==> src/inc/cad_params.svh <==
// timing, width and encoding constants for the core alu datapath
`ifndef CAD_PARAMS_SVH
`define CAD_PARAMS_SVH
`define CAD_IW          14
`define CAD_DW          8
`define CAD_PCW         11
`define CAD_FAW         7
`define CAD_PC_RST      11'h000
`define CAD_W_RST       8'h00
`define CAD_NOP_WORD    14'h0000
`define CAD_PCL_ADDR    7'h02
`define CAD_STAT_ADDR   7'h03
`define CAD_FSR_ADDR    7'h04
`define CAD_IND_ADDR    7'h00
`define CAD_FLAG_C      0
`define CAD_FLAG_DC     1
`define CAD_FLAG_Z      2
`define CAD_NIB_LO      3
`define CAD_NIB_HI      4
`define CAD_CLK_NS      10
`endif

==> src/inc/cad_pkg.sv <==
// types shared by the core alu datapath
package cad_pkg;
	typedef enum logic [4:0]
	{
		CAD_OP_ADD = 5'h00,
		CAD_OP_SUB = 5'h01,
		CAD_OP_AND = 5'h02,
		CAD_OP_IOR = 5'h03,
		CAD_OP_XOR = 5'h04,
		CAD_OP_COM = 5'h05,
		CAD_OP_INC = 5'h06,
		CAD_OP_DEC = 5'h07,
		CAD_OP_RLF = 5'h08,
		CAD_OP_RRF = 5'h09,
		CAD_OP_SWP = 5'h0a,
		CAD_OP_MOV = 5'h0b,
		CAD_OP_CLR = 5'h0c,
		CAD_OP_PSB = 5'h0d
	} cad_aluop_type;

	typedef struct packed
	{
		logic       c;
		logic       nibble_out_bit;
		logic       z;
	} cad_flags_type;

	typedef struct packed
	{
		logic [7:0]    res;
		cad_flags_type flg;
	} cad_alu_out_type;

	typedef enum logic [2:0]
	{
		CAD_ST_RUN   = 3'b001,
		CAD_ST_FLUSH = 3'b010,
		CAD_ST_SKIP  = 3'b100
	} cad_state_type;
endpackage

==> src/hw/cad_alu.sv <==
// 8-bit alu: add, subtract, shifts, boolean, flag generation
`timescale 1ns/1ps
`include "cad_params.svh"
module cad_alu
	import cad_pkg::*;
(
	// operands
	input  wire logic [`CAD_DW-1:0] a,
	input  wire logic [`CAD_DW-1:0] b,
	input  wire logic               c_in,
	input  wire cad_aluop_type      op,
	// result
	output cad_alu_out_type         y
);
	logic [`CAD_DW:0]   sum;
	logic [`CAD_NIB_HI:0] nib;
	logic [`CAD_DW-1:0] r;
	logic               co;
	logic               dco;

	always_comb
	begin
		sum = {1'b0, b} + {1'b0, a};
		nib = {1'b0, b[`CAD_NIB_LO:0]} + {1'b0, a[`CAD_NIB_LO:0]};
		r   = sum[`CAD_DW-1:0];
		co  = sum[`CAD_DW];
		dco = nib[`CAD_NIB_HI];
		case (op)
			CAD_OP_ADD: ;
			CAD_OP_SUB, CAD_OP_PSB:
			begin
				// b minus a as b plus two's complement of a; carry high means no borrow
				sum = {1'b0, b} + {1'b0, ~a} + 9'h001;
				nib = {1'b0, b[`CAD_NIB_LO:0]} + {1'b0, ~a[`CAD_NIB_LO:0]} + 5'h01;
				r   = sum[`CAD_DW-1:0];
				co  = sum[`CAD_DW];
				dco = nib[`CAD_NIB_HI];
			end
			CAD_OP_AND: r = a & b;
			CAD_OP_IOR: r = a | b;
			CAD_OP_XOR: r = a ^ b;
			CAD_OP_COM: r = ~b;
			CAD_OP_INC: r = b + 8'h01;
			CAD_OP_DEC: r = b - 8'h01;
			CAD_OP_RLF:
			begin
				r  = {b[`CAD_DW-2:0], c_in};
				co = b[`CAD_DW-1];
			end
			CAD_OP_RRF:
			begin
				r  = {c_in, b[`CAD_DW-1:1]};
				co = b[0];
			end
			CAD_OP_SWP: r = {b[`CAD_NIB_LO:0], b[`CAD_DW-1:`CAD_NIB_HI]};
			CAD_OP_MOV: r = b;
			CAD_OP_CLR: r = 8'h00;
			default:    r = b;
		endcase
		y.res                = r;
		y.flg.c              = co;
		y.flg.nibble_out_bit = dco;
		y.flg.z              = (r == 8'h00);
	end
endmodule

==> src/hw/cad_core.sv <==
// two-stage fetch/execute core datapath with accumulator and flags
// Behaviour
// - every instruction is a single 14-bit word
// - program fetch bus is 14 bits, one word per cycle
// - next word is fetched while the current one executes
// - one cycle per instruction; flow changes flush the prefetched word
// - separate program and data buses, both used in the same cycle
// - special registers incl. program counter live in data space, direct or indirect
// - every operation works on any file register in any addressing mode
// - 8-bit alu does add, subtract, shifts and boolean logic
// - arithmetic is two's complement
// - two-operand ops take accumulator plus file register or literal
// - single-operand ops act on accumulator or one file register
// - 8-bit accumulator is not mapped in data memory
// - alu updates carry, nibble carry and zero flags per instruction
// - subtraction uses carry as borrow and nibble carry as nibble borrow
// - counter covers 512, 1k or 2k words of internal program memory
`timescale 1ns/1ps
`include "cad_params.svh"
module cad_core
	import cad_pkg::*;
#(
	parameter logic [`CAD_PCW-1:0] PM_WORDS_M1 = 11'h1ff
)
(
	// clock and reset
	input  wire logic                clk,
	input  wire logic                rst_n,
	// program memory bus
	output logic [`CAD_PCW-1:0]      pm_addr_ff,
	input  wire logic [`CAD_IW-1:0]  pm_data,
	// data memory bus
	output logic [`CAD_FAW-1:0]      dm_addr_ff,
	output logic [`CAD_DW-1:0]       dm_wdata_ff,
	output logic                     dm_we_ff,
	input  wire logic [`CAD_DW-1:0]  dm_rdata,
	output logic [`CAD_FAW-1:0]      dm_raddr_ff,
	// observed state
	output logic [`CAD_DW-1:0]       acc_ff,
	output cad_flags_type            flags_ff
);
	logic            rs1_ff;
	logic            rs2_ff;
	logic [`CAD_PCW-1:0] pc_ff;
	logic [`CAD_PCW-1:0] nxt_pc;
	logic [`CAD_IW-1:0]  ir_ff;
	logic [`CAD_IW-1:0]  nxt_ir;
	logic [`CAD_DW-1:0]  fsr_ff;
	logic [`CAD_DW-1:0]  nxt_fsr;
	logic [`CAD_DW-1:0]  nxt_acc;
	cad_flags_type       nxt_flags;
	cad_state_type       st_ff;
	cad_state_type       nxt_st;
	logic [`CAD_FAW-1:0] nxt_dm_addr;
	logic [`CAD_DW-1:0]  nxt_dm_wdata;
	logic                nxt_dm_we;
	logic [`CAD_PCW-1:0] nxt_pm_addr;
	logic [`CAD_FAW-1:0] fa;
	logic [`CAD_FAW-1:0] ea;
	logic [`CAD_DW-1:0]  fval;
	logic [`CAD_DW-1:0]  lit;
	logic [`CAD_DW-1:0]  a_op;
	logic [`CAD_DW-1:0]  b_op;
	logic                dest_f;
	logic                upd_c;
	logic                upd_dc;
	logic                upd_z;
	logic                wr_res;
	logic                flush;
	logic                skip;
	logic                skip_z;
	logic [`CAD_FAW-1:0] nxt_dm_raddr;
	cad_aluop_type       op;
	cad_alu_out_type     y;

	// reset release through two flip-flops
	always_ff @(posedge clk or negedge rst_n)
	begin
		if (!rst_n)
		begin
			rs1_ff <= 1'b0;
			rs2_ff <= 1'b0;
		end
		else
		begin
			rs1_ff <= 1'b1;
			rs2_ff <= rs1_ff;
		end
	end

	assign fa       = ir_ff[`CAD_FAW-1:0];
	assign ea       = (fa == `CAD_IND_ADDR) ? fsr_ff[`CAD_FAW-1:0] : fa;
	assign lit      = ir_ff[`CAD_DW-1:0];
	assign dest_f   = ir_ff[`CAD_FAW];

	// special registers are read from inside the core, the rest from data memory
	always_comb
	begin
		case (ea)
			`CAD_PCL_ADDR:  fval = pc_ff[`CAD_DW-1:0];
			`CAD_STAT_ADDR: fval = {5'h00, flags_ff.z, flags_ff.nibble_out_bit, flags_ff.c};
			`CAD_FSR_ADDR:  fval = fsr_ff;
			// a file stored by the previous instruction has not reached memory yet
			default:        fval = (dm_we_ff && dm_addr_ff == ea) ? dm_wdata_ff : dm_rdata;
		endcase
	end

	cad_alu u_alu
	(
		.a    (a_op),
		.b    (b_op),
		.c_in (flags_ff.c),
		.op   (op),
		.y    (y)
	);

	// decode: 00 byte ops on file, 01 bit ops, 10 goto, 11 literal ops
	always_comb
	begin
		op     = CAD_OP_MOV;
		a_op   = acc_ff;
		b_op   = fval;
		upd_c  = 1'b0;
		upd_dc = 1'b0;
		upd_z  = 1'b0;
		wr_res = 1'b0;
		flush  = 1'b0;
		skip   = 1'b0;
		skip_z = 1'b0;
		nxt_pm_addr = pc_ff;
		case (ir_ff[13:12])
			2'b00:
			begin
				wr_res = 1'b1;
				case (ir_ff[11:8])
					// store of the accumulator into the file
					4'h0: begin wr_res = dest_f; b_op = acc_ff; end
					4'h1: begin op = CAD_OP_CLR; upd_z = 1'b1; end
					4'h2: begin op = CAD_OP_SUB; {upd_c, upd_dc, upd_z} = 3'b111; end
					4'h3: begin op = CAD_OP_DEC; upd_z = 1'b1; end
					4'h4: begin op = CAD_OP_IOR; upd_z = 1'b1; end
					4'h5: begin op = CAD_OP_AND; upd_z = 1'b1; end
					4'h6: begin op = CAD_OP_XOR; upd_z = 1'b1; end
					4'h7: begin op = CAD_OP_ADD; {upd_c, upd_dc, upd_z} = 3'b111; end
					4'h8: begin op = CAD_OP_MOV; upd_z = 1'b1; end
					4'h9: begin op = CAD_OP_COM; upd_z = 1'b1; end
					4'ha: begin op = CAD_OP_INC; upd_z = 1'b1; end
					4'hb: begin op = CAD_OP_DEC; skip_z = 1'b1; end
					4'hc: begin op = CAD_OP_RRF; upd_c = 1'b1; end
					4'hd: begin op = CAD_OP_RLF; upd_c = 1'b1; end
					4'he: op = CAD_OP_SWP;
					4'hf: begin op = CAD_OP_INC; skip_z = 1'b1; end
					default: wr_res = 1'b0;
				endcase
			end
			2'b01:
			begin
				// bit clear/set rewrite the file; bit tests may skip
				case (ir_ff[11:10])
					2'b00: b_op = fval & ~(8'h01 << ir_ff[9:7]);
					2'b01: b_op = fval | (8'h01 << ir_ff[9:7]);
					2'b10: skip = ~fval[ir_ff[9:7]];
					default: skip = fval[ir_ff[9:7]];
				endcase
				wr_res = ~ir_ff[11];
			end
			2'b10:
			begin
				flush = 1'b1;
				nxt_pm_addr = ir_ff[`CAD_PCW-1:0] & PM_WORDS_M1;
			end
			default:
			begin
				b_op = lit;
				case (ir_ff[11:8])
					4'h8: begin op = CAD_OP_IOR; upd_z = 1'b1; end
					4'h9: begin op = CAD_OP_AND; upd_z = 1'b1; end
					4'ha: begin op = CAD_OP_XOR; upd_z = 1'b1; end
					4'hc, 4'hd: begin op = CAD_OP_PSB; {upd_c, upd_dc, upd_z} = 3'b111; end
					4'he, 4'hf: begin op = CAD_OP_ADD; {upd_c, upd_dc, upd_z} = 3'b111; end
					default: op = CAD_OP_MOV;
				endcase
			end
		endcase
	end

	// execute and fetch in the same cycle
	always_comb
	begin
		nxt_acc      = acc_ff;
		nxt_flags    = flags_ff;
		nxt_fsr      = fsr_ff;
		nxt_dm_addr  = ea;
		nxt_dm_wdata = y.res;
		nxt_dm_we    = 1'b0;
		nxt_st       = CAD_ST_RUN;
		nxt_pc       = (pc_ff + 11'h001) & PM_WORDS_M1;
		nxt_ir       = pm_data;
		case (st_ff)
			CAD_ST_RUN:
			begin
				if (upd_c)
					nxt_flags.c = y.flg.c;
				if (upd_dc)
					nxt_flags.nibble_out_bit = y.flg.nibble_out_bit;
				if (upd_z)
					nxt_flags.z = y.flg.z;
				if (ir_ff[13:12] == 2'b11)
					nxt_acc = y.res;
				else if (wr_res && !dest_f && ir_ff[13:12] == 2'b00)
					nxt_acc = y.res;
				else if (wr_res)
				begin
					nxt_dm_we = 1'b1;
					if (ea == `CAD_FSR_ADDR)
						nxt_fsr = y.res;
					else if (ea == `CAD_STAT_ADDR)
						{nxt_flags.z, nxt_flags.nibble_out_bit, nxt_flags.c} = y.res[2:0];
					else if (ea == `CAD_PCL_ADDR)
					begin
						nxt_pc = {pc_ff[`CAD_PCW-1:`CAD_DW], y.res} & PM_WORDS_M1;
						nxt_st = CAD_ST_FLUSH;
					end
				end
				if (flush)
				begin
					nxt_pc = nxt_pm_addr;
					nxt_st = CAD_ST_FLUSH;
				end
				else if (skip || (skip_z && y.res == 8'h00))
					nxt_st = CAD_ST_SKIP;
				if (nxt_st != CAD_ST_RUN)
					nxt_ir = `CAD_NOP_WORD;
			end
			default: ; // discarded word executes as a no-op
		endcase
		// read address leaves from a flop; it tracks the word about to execute
		nxt_dm_raddr = (nxt_ir[`CAD_FAW-1:0] == `CAD_IND_ADDR) ? nxt_fsr[`CAD_FAW-1:0]
			: nxt_ir[`CAD_FAW-1:0];
	end

	always_ff @(posedge clk or negedge rs2_ff)
	begin
		if (!rs2_ff)
		begin
			pc_ff       <= `CAD_PC_RST;
			pm_addr_ff  <= `CAD_PC_RST;
			ir_ff       <= `CAD_NOP_WORD;
			acc_ff      <= `CAD_W_RST;
			flags_ff    <= '0;
			fsr_ff      <= 8'h00;
			st_ff       <= CAD_ST_RUN;
			dm_addr_ff  <= 7'h00;
			dm_wdata_ff <= 8'h00;
			dm_we_ff    <= 1'b0;
			dm_raddr_ff <= 7'h00;
		end
		else
		begin
			pc_ff       <= nxt_pc;
			pm_addr_ff  <= nxt_pc;
			ir_ff       <= nxt_ir;
			acc_ff      <= nxt_acc;
			flags_ff    <= nxt_flags;
			fsr_ff      <= nxt_fsr;
			st_ff       <= nxt_st;
			dm_addr_ff  <= nxt_dm_addr;
			dm_wdata_ff <= nxt_dm_wdata;
			dm_we_ff    <= nxt_dm_we;
			dm_raddr_ff <= nxt_dm_raddr;
		end
	end
endmodule

==> config.mk <==
export PLATFORM = sky130hd
export DESIGN_NAME = cad_core
export DESIGN_NICKNAME = d
export VERILOG_FILES = /design/src/inc/cad_pkg.sv /design/src/hw/cad_alu.sv /design/src/hw/cad_core.sv
export VERILOG_INCLUDE_DIRS = /design/src /design/src/inc
export SDC_FILE = /design/constraint.sdc
export NUM_CORES = 1
export LEC_CHECK = 0
export BUFFER_PORTS_ARGS = -buffer_cell sky130_fd_sc_hd__buf_4
export CORE_MARGIN = 5
export CORE_UTILIZATION = 35
export CTS_BUF_LIST = sky130_fd_sc_hd__clkbuf_8 sky130_fd_sc_hd__clkbuf_16
export DETAILED_ROUTE_END_ITERATION = 8
export SETUP_SLACK_MARGIN = 0.02
export SLEW_MARGIN = 0
export SYNTH_ARGS = -nofsm -noshare
export SYNTH_HDL_FRONTEND = slang
export SYNTH_SLANG_ARGS = --single-unit
==> constraint.sdc <==
create_clock -name clk -period 3 [get_ports clk]
set_clock_uncertainty 0.2 [all_clocks]
set_input_delay 0.3 -clock clk [delete_from_list [all_inputs] [get_ports clk]]
set_output_delay 0.3 -clock clk [all_outputs]
set_load 0.01 [all_outputs]
==> results of run 1 <==
[cells by family after synthesis]
| group | synth area share [%] |
|---|---|
| adders and majority gates | 7.74 |
| AOI/OAI and AO/OA | 30.9 |
| and+or+nand+nor | 23.2 |
| DFF | 26.1 |
| other | 0.112 |
| xor gates and xnor gates | 2.86 |
| buffers and inverters | 6.77 |
| muxes | 2.36 |
[layout make-up]
cell class / instances / area share [%]
sequential: 70 / 15.9
clock inverter: 6 / 0.340
clock buffer: 10 / 2.16
inverter: 52 / 1.81
timing repair buffer: 425 / 30.5
multi-input combinational: 688 / 46.4
tap: 260 / 2.94
[registers in the layout, summed over array words and instances, names as in the netlist]
signal / count
acc_ff: 8
pc_ff: 9
fsr_ff: 8
dm_wdata_ff: 8
dm_addr_ff: 7
rs2_ff: 1
flags_ff: 3
dm_raddr_ff: 7
rs1_ff: 1
ir_ff: 14
st_ff: 3
dm_we_ff: 1
[metrics by stage]
step	TNS (ns)	hold slack [ns]	utilization, %
after floorplan	-127.98	-0.196	-
after global placement	-146.84	-0.118	52.0
after detailed placement	-148.65	-0.115	52.0
after CTS	-141.78	0.00844	55.1
after global routing	-165.22	0.00685	58.7
final	-152.29	0.00257	58.7
[cells in the mapped netlist, drive strengths merged, types with 5 or more instances]
cell type	count
nand2	89
nor2	72
dfrtp	69
o21ai	67
inv	52
a21oi	49
clkbuf	43
ha	36
nor3	29
nand3	27
a22oi	25
nor2b	21
buf	17
a211oi	16
o22ai	15
xnor2	15
a32oi	11
nand4	10
o31ai	10
and2	9
nor4	9
a21o	8
a31oi	8
mux2i	8
o21bai	8
a311o	7
mux2	7
nand2b	7
nor3b	7
o211ai	7
xor2	7
or3	6
a221oi	5
a31o	5
and3	5
nor4b	5
[power by group]
group	leakage, nW	switching (W)	internal, W	total (W)
clock	0.136	0.000430	0.000579	0.00101
combinational	4.21	0.00718	0.00662	0.0138
sequential	0.823	0.000318	0.00137	0.00169
total	5.17	0.00792	0.00857	0.0165
[routing by layer]
layer / share of wire (%) / track usage, %
met5: 0 / 0
met4: 2.5 / 5.91
met3: 10 / 4.69
met2: 45 / 40.2
met1: 43 / 39.8
[worst max-delay path: cells and delay by family (launching register included)]
kind	cells	cell delay (ns)
buffers and inverters	4	0.61
DFF	1	0.39
and+or+nand+nor	9	1.58
muxes	1	0.29
adders and majority gates	2	0.52
AOI/OAI and AO/OA	10	2.51
[how the worst min path moves through the flow]
stage                           to  depth (start not counted)  startpoint
after global routing      ir_ff[8]                          2  pm_data[8]
after floorplan             rs1_ff                          0       rst_n
final                     ir_ff[8]                          2  pm_data[8]
after detailed placement    rs1_ff                          1       rst_n
after CTS                 ir_ff[8]                          2  pm_data[8]
after global placement      rs1_ff                          1       rst_n
[timing repair]
action                                 in CTS  in global routing
hold buffers                                7                  0
pin swaps                                  29                 37
gates resized for setup                    58                 90
setup endpoints to repair                  59                 59
cloned                                      0                  1
endpoints found under the hold margin       8                  0
setup buffers                               9                 35
==> impl_metrics.tcl, run 1 <==
set metrics [dict create \
    status "complete, but fails checks" \
    violations "setup timing" \
    postSynthCellCount 869 \
    synth-edff-count 0 \
    synth_seq_area_share_pct 26.1 \
    fmax_mhz 160 \
    p_leak_nw 5.17 \
    ant_nets 0 \
    syn_area_per_cell_um2 7.74 \
    stdcell_area_um2 11100 \
    vias 8564 \
    post-place-ws_ns -3.14 \
    syn_area_um2 6730 \
    grtUsageTotal_pct 26.7 \
    insertion_delay_ns 0.34 \
    path_clk_slew_ns 0.06 \
    synth_top_area_cell "dfrtp_1" \
    boundaryPins 69 \
    rows 50 \
    r2r_setup_slack_ns -3.24 \
    cp.required_ns 3.03 \
    power_w 0.0165 \
    start_kind "flop" \
    cts.sink_count 70 \
    period_minus_slack_ns 6.24 \
    antenna_found_initial 0 \
    critPathLaunch "ir_ff[6]" \
    max_slew_margin_pct 50.6 \
    vias_per_cell 5.67 \
    wl_per_cell_um 20.5 \
    dieArea_um2 22100 \
    power.density_nw_per_um2 1490 \
    tritoncts "yes" \
    layout_commonest_cell "buf_4" \
    seqCellArea_um2 1760 \
    crit_path_top_delay_cell "or4_4" \
    grt_pass1_vias 7948 \
    clk_root_buffer_cell "clkbuf_16" \
    fin_ws_ns -3.24 \
    portBuffers 66 \
    synth_cell_type_count 86 \
    place_congestion 0.988 \
    r2r-start "ir_ff[6]" \
    path_max_fanout 7 \
    die_y_um 149 \
    drv_slew 0 \
    arrival_ns 6.27 \
    endpoint_kind "flop" \
    core-area_um2 18800 \
    diodes 0 \
    h-tree-depth 3 \
    grt_setup_unrepaired "yes" \
    ir_drop_mv 0.600 \
    yosys-top-cells-area "dfrtp_1 (26%), ha_1 (6.7%), nand2_1 (5.0%)" \
    syn2layout_area_growth_pct 64.3 \
    numCtsBuffers 9 \
    grt-ovfl-total 0 \
    final_cells 1511 \
    post-route-period-util_pct 208 \
    min_path_type "in -> reg" \
    drc 0 \
    grt_first_pass_wirelength_um 45900 \
    max_cap_violations 0 \
    fillers 1702 \
    die_w_um 149 \
    ys_seq_elements 70 \
    wl_um 30900 \
    drive_gt1_share_pct 44.5 \
    dr.first_iter.drc_count 900 \
    cp_common_cell "nor2_1" \
    synth-main-ff-cell "dfrtp_1" \
    r2r_cells 26 \
    multi_input_area_um2 5120 \
    drtPass1Iterations 6 \
    worst_pin_slew_ns 0.742 \
    critPathCapture "ir_ff[2]" \
    synth-warning-count 0 \
    yosys.area.top_type_share_pct 25.7 \
    r2r_end "ir_ff[2]" \
    nNetsFinal 1309 \
    dp.cells 1452 \
    placed_area_um2 9790 \
    post-dp-hpwl_um 23800 \
    clockBufferDepth 2 \
    crit_type "reg -> reg" \
    grt_max_degree 39 \
    slowest_delay_ns 0.58 \
    setup_viol 59 \
    most-common-layout-cells "buf_4 (391), nand2_1 (89), dfrtp_1 (66)" \
    finalHoldViolCount 0 \
    start_util_pct 35.7 \
    synthArstFlopShare_pct 100 \
]
No activity file was read; power rests on OpenSTA's default activity.
==> run 2, diff against run 1 <==
--- a/config.mk
+++ b/config.mk
@@ -10,7 +10,9 @@
 export CORE_MARGIN = 5
 export CORE_UTILIZATION = 35
 export CTS_BUF_LIST = sky130_fd_sc_hd__clkbuf_8 sky130_fd_sc_hd__clkbuf_16
+export CTS_CLUSTER_DIAMETER = 80
 export DETAILED_ROUTE_END_ITERATION = 8
+export RECOVER_POWER = 25
 export SETUP_SLACK_MARGIN = 0.02
 export SLEW_MARGIN = 0
 export SYNTH_ARGS = -nofsm -noshare
==> run 2 against run 1 <==
The flow still finishes with violations (setup timing). Count of clock-buffer cells in the layout did not move. Sequential share of layout area barely moved. Critical path depth did not move. Worst setup slack got worse by 0.10 ns. Total power barely moved. Routed wire length rose by 0.15%.
==> impl_metrics.tcl, run 2 (synthesis results as in run 1) <==
set metrics [dict create \
    status "complete, but fails checks" \
    violations "setup timing" \
    dr.first_iter.drc_count 881 \
    critPathCapture "ir_ff[2]" \
    top_register "ir_ff" \
    path_max_fanout 7 \
    start_util_pct 35.7 \
    p_sw_w 0.00793 \
    place_congestion 0.988 \
    syn2layout_area_growth_pct 64.2 \
    slowest_delay_ns 0.58 \
    p_leak_nw 5.17 \
    arrival_ns 6.37 \
    drive_gt1_share_pct 44.4 \
    grt_setup_unrepaired "yes" \
    power_w 0.0165 \
    nNetsFinal 1309 \
    dieArea_um2 22100 \
    start_kind "flop" \
    multi_input_area_um2 5120 \
    setup_viol 59 \
    fin_ws_ns -3.34 \
    core-area_um2 18800 \
    stdcell_area_um2 11000 \
    placed_area_um2 9790 \
    crit_type "reg -> reg" \
    fillers 1705 \
    grtUsageTotal_pct 26.7 \
    grt_max_degree 39 \
    drc 0 \
    cts.sink_count 70 \
    antenna_found_initial 0 \
    h-tree-depth 3 \
    r2r-start "ir_ff[6]" \
    switching_share_pct 48.1 \
    combinationalPowerShare_pct 83.7 \
    post-dp-hpwl_um 23800 \
    cp.required_ns 3.03 \
    numCtsBuffers 9 \
    worst_pin_slew_ns 1.35 \
    rows 50 \
    r2r_cells 26 \
    p_seq_share_pct 10.2 \
    period_minus_slack_ns 6.34 \
    boundaryPins 69 \
    max_cap_violations 0 \
    seqCellArea_um2 1760 \
    r2r_setup_slack_ns -3.34 \
    fmax_mhz 158 \
    min_path_type "in -> reg" \
    largest_reg_flops 14 \
    layout_commonest_cell "buf_4" \
    tritoncts "yes" \
    hold_start "pm_data[8]" \
    ant_nets 0 \
    crit_path_top_delay_cell "or4_4" \
    finalHoldViolCount 0 \
    post-route-period-util_pct 211 \
    portBuffers 66 \
    path_clk_slew_ns 0.06 \
    critPathLaunch "ir_ff[6]" \
    diodes 0 \
    grt-ovfl-total 0 \
    endpoint_kind "flop" \
    r2r_end "ir_ff[2]" \
    most-common-layout-cells "buf_4 (390), nand2_1 (89), dfrtp_1 (67)" \
    ir_drop_mv 0.601 \
    drtPass1Iterations 5 \
    die_y_um 149 \
    max_slew_margin_pct 10.1 \
    die_w_um 149 \
    wl_per_cell_um 20.5 \
    clk_root_buffer_cell "clkbuf_16" \
    vias_per_cell 5.65 \
    wl_um 31000 \
    clkPwrFrac_pct 6.1 \
    cp_common_cell "nor2_1" \
    grt_pass1_vias 7948 \
    power.density_nw_per_um2 1490 \
    p_int_w 0.00857 \
    grt_first_pass_wirelength_um 45900 \
    clockBufferDepth 2 \
    insertion_delay_ns 0.34 \
    vias 8533 \
    fin_setup_tns_ns -155.46 \
    top_regs "ir_ff (14), pc_ff (9)" \
    drv_slew 0 \
]
run 2: how the worst min path moves through the flow:
stage	end	slack (ns)	cells after the start
2_1_floorplan	rs1_ff	-0.20	0
3_3_place_gp	rs1_ff	-0.12	1
3_5_place_dp	rs1_ff	-0.12	1
4_1_cts	ir_ff[8]	0.008	2
5_1_grt	ir_ff[8]	0.007	2
6_report	ir_ff[8]	0.003	2
run 2: power groups by stage:
stage | combinational (W) | sequential, W | clock (W)
5_1_grt | 0.0146 | 0.00173 | 0.00106
6_report | 0.0138 | 0.00169 | 0.00101
4_1_cts | 0.0119 | 0.00166 | 0.00101
2_1_floorplan | 0.00528 | 0.00180 | 0
3_5_place_dp | 0.0112 | 0.00167 | 0
3_3_place_gp | 0.0112 | 0.00167 | 0
run 2: what timing repair did:
action | CTS | global route
pin swaps | 29 | 37
hold endpoints to repair | 8 | 0
hold buffers | 7 | 0
setup endpoints to repair | 59 | 59
cloned | 0 | 1
setup buffers | 9 | 35
gates resized for setup | 58 | 90
run 2: layout make-up:
cell class / count / share of cell area (%)
well taps: 260 / 2.94
clock inverters: 6 / 0.340
flip-flops and latches: 70 / 15.9
repair buffers: 425 / 30.5
multi-input cells: 688 / 46.4
clock buffers: 10 / 2.16
inverters: 52 / 1.81
run 2: critical path: cells and delay by family (launching register included):
| kind | cells | cell delay, ns |
|---|---|---|
| AO/OA/AOI/OAI | 10 | 2.62 |
| buffers and inverters | 4 | 0.62 |
| multiplexers | 1 | 0.29 |
| flip-flops | 1 | 0.39 |
| AND/OR/NAND/NOR | 9 | 1.58 |
| adder cells (fa/ha/maj) | 2 | 0.52 |
run 2: layer usage:
| metal | vias up | share of wire (%) | wire length (um) | track usage [%] |
|---|---|---|---|---|
| met5 | - | 0 | 0 | 0 |
| met1 | 4078 | 43 | 13400 | 39.8 |
| met2 | 431 | 44 | 13700 | 40.2 |
| li1 | 3973 | - | - | - |
| met3 | 51 | 10 | 3130 | 4.69 |
| met4 | 0 | 2.3 | 714 | 5.91 |
run 2: stage by stage:
step / utilization (%) / std cells / setup WS [ns] / hold WS [ns]
after floorplan: - / 870 / -2.95 / -0.196
after global placement: 52.0 / 1452 / -3.05 / -0.118
after detailed placement: 52.0 / 1452 / -3.14 / -0.115
after CTS: 55.1 / 1478 / -2.99 / 0.00844
after global routing: 58.7 / 1511 / -3.49 / 0.00685
final: 58.7 / 1511 / -3.34 / 0.00253
==> run 3, diff against run 2 <==
--- a/config.mk
+++ b/config.mk
@@ -13,7 +13,7 @@
 export CTS_CLUSTER_DIAMETER = 80
 export DETAILED_ROUTE_END_ITERATION = 8
 export RECOVER_POWER = 25
-export SETUP_SLACK_MARGIN = 0.02
+export SETUP_SLACK_MARGIN = 0.3
 export SLEW_MARGIN = 0
 export SYNTH_ARGS = -nofsm -noshare
 export SYNTH_HDL_FRONTEND = slang
==> run 3 against run 2 <==
The flow still finishes with violations (setup timing). Total power is 0.35% lower. Non-clock buffer count is 1 lower. Critical path depth decreased by 1. Cell count is essentially flat.
==> impl_metrics.tcl, run 3 (synthesis results as in run 1) <==
set metrics [dict create \
    dieArea_um2 22100 \
    r2r_setup_slack_ns -3.24 \
    max_slew_margin_pct 8.59 \
    syn2layout_area_growth_pct 63.4 \
    drv_slew 0 \
    portBuffers 66 \
    finalHoldViolCount 0 \
    wl_met3_um 2730 \
    rows 50 \
    place_congestion 0.988 \
    grtUsageTotal_pct 26.7 \
    wl_um 30800 \
    most-common-layout-cells "buf_4 (386), nand2_1 (89), dfrtp_1 (67)" \
    die_y_um 149 \
    whs_ns 0.00347 \
    ir_drop_mv 0.596 \
    clockBufferDepth 2 \
    insertion_delay_ns 0.34 \
    fmax_mhz 160 \
    grt_pass1_vias 7953 \
    max_cap_violations 0 \
    grt_setup_unrepaired "yes" \
    r2r_cells 25 \
    ant_nets 0 \
    power.density_nw_per_um2 1500 \
    die_w_um 149 \
    h-tree-depth 3 \
    min_to "ir_ff[8]" \
    final_util_pct 58.4 \
    top_layer_used "met4" \
    path_clk_slew_ns 0.06 \
    p_seq_share_pct 10.2 \
    setup_viol 59 \
    path_max_fanout 7 \
    drc 0 \
    tritoncts "yes" \
    endpoint_kind "flop" \
    hold_start "pm_data[8]" \
    wl_per_cell_um 20.4 \
    top_register "ir_ff" \
    fillers 1713 \
    worst_pin_slew_ns 1.37 \
    p_int_w 0.00857 \
    largest_reg_flops 14 \
    crit_type "reg -> reg" \
    wl_met1_um 13700 \
    post-dp-hpwl_um 23800 \
    antenna_found_initial 0 \
    period_minus_slack_ns 6.24 \
    drive_gt1_share_pct 44.2 \
    drtPass1Iterations 6 \
    grt-ovfl-total 0 \
    core-area_um2 18800 \
    dr.first_iter.drc_count 903 \
    post-route-period-util_pct 208 \
    nNetsFinal 1308 \
    boundaryPins 69 \
    status "complete, but fails checks" \
    switching_share_pct 47.9 \
    grt_max_degree 39 \
    start_kind "flop" \
    clk_root_buffer_cell "clkbuf_16" \
    diodes 0 \
    violations "setup timing" \
    wl_met2_um 13600 \
    hold_depth 2 \
    clkPwrFrac_pct 6.1 \
    grt_first_pass_wirelength_um 45900 \
    combinationalPowerShare_pct 83.7 \
    numCtsBuffers 9 \
    cp.required_ns 3.03 \
    p_sw_w 0.00787 \
    cts.sink_count 70 \
    vias 8560 \
    layout_commonest_cell "buf_4" \
    r2r-start "ir_ff[6]" \
    fin_ws_ns -3.24 \
    top_regs "ir_ff (14), pc_ff (9)" \
    r2r_end "ir_ff[2]" \
    p_leak_nw 5.15 \
    min_path_type "in -> reg" \
    arrival_ns 6.27 \
    start_util_pct 35.7 \
    vias_per_cell 5.67 \
]
[run 3: cell count changes in the layout (fill, tap and decap cells not counted), sizes merged]
cell  previous run  this run
buf            416       415
[run 3: area by class of cell]
type	instances	area (um2)	area share, %
Multi-Input combinational cell	688	5090	46.3
Inverter	52	203	1.84
Clock inverter	6	37.5	0.341
Clock buffer	10	239	2.17
Timing Repair Buffer	424	3350	30.5
Sequential cell	70	1760	16.0
Tap cell	260	325	2.96
[run 3: timing repair]
action | 4_1_cts | 5_1_grt
hold endpoints to repair | 8 | 0
endpoints found under the setup margin | 60 | 60
cloned | 0 | 1
pin swaps | 23 | 27
resized for setup | 57 | 85
hold buffers | 7 | 0
buffers inserted | 8 | 26
[run 3: power groups by stage]
stage	combinational, W	clock (W)	sequential (W)
after floorplan	0.00528	0	0.00180
after global placement	0.0112	0	0.00167
after detailed placement	0.0112	0	0.00167
after CTS	0.0120	0.00101	0.00166
after global routing	0.0145	0.00105	0.00173
final	0.0138	0.00100	0.00168
[run 3: worst max path at each step]
stage / from / to / slack, ns
floorplan: ir_ff[6] / dm_raddr_ff[4] / -2.95
global placement: ir_ff[6] / dm_raddr_ff[3] / -3.05
detailed placement: ir_ff[6] / dm_raddr_ff[4] / -3.14
CTS: ir_ff[1] / dm_raddr_ff[4] / -2.99
global route: ir_ff[6] / ir_ff[2] / -3.44
finish: ir_ff[6] / ir_ff[2] / -3.24
[run 3: metrics by stage]
| stage | power, W | TNS (ns) | setup WS (ns) | cell area (um2) | instances |
|---|---|---|---|---|---|
| final | 0.0164 | -153.29 | -3.24 | 11000 | 1510 |
| after CTS | 0.0147 | -142.35 | -2.99 | 10400 | 1483 |
| after global placement | 0.0128 | -146.84 | -3.05 | 9790 | 1452 |
| after floorplan | 0.00708 | -127.98 | -2.95 | 6840 | 870 |
| after detailed placement | 0.0129 | -148.65 | -3.14 | 9790 | 1452 |
| after global routing | 0.0173 | -164.63 | -3.44 | 11000 | 1510 |
[run 3: per-layer routing]
metal | up-vias | GRT usage, %
met3 | 62 | 5.00
met2 | 425 | 40.2
met1 | 4099 | 39.6
met5 | - | 0
li1 | 3974 | -
met4 | 0 | 5.91
[run 3: critical path, cell delays in order (launching register included)]
cell,delay (ns)
dfrtp_1,0.40
or4_4,0.58
o32ai_2,0.45
o221a_4,0.29
nor2_1,0.05
mux2_4,0.29
a211oi_4,0.22
nor2_1,0.08
a21oi_2,0.21
inv_1,0.10
ha_2,0.20
fa_2,0.34
nand2b_4,0.16
a21oi_4,0.20
buf_6,0.13
nor3_1,0.05
a311oi_2,0.32
o311a_1,0.27
o211ai_1,0.13
o22ai_2,0.21
nand3_2,0.14
nor4_4,0.29
nand4b_4,0.19
a31oi_4,0.31
clkbuf_16,0.22
nor2_1,0.05
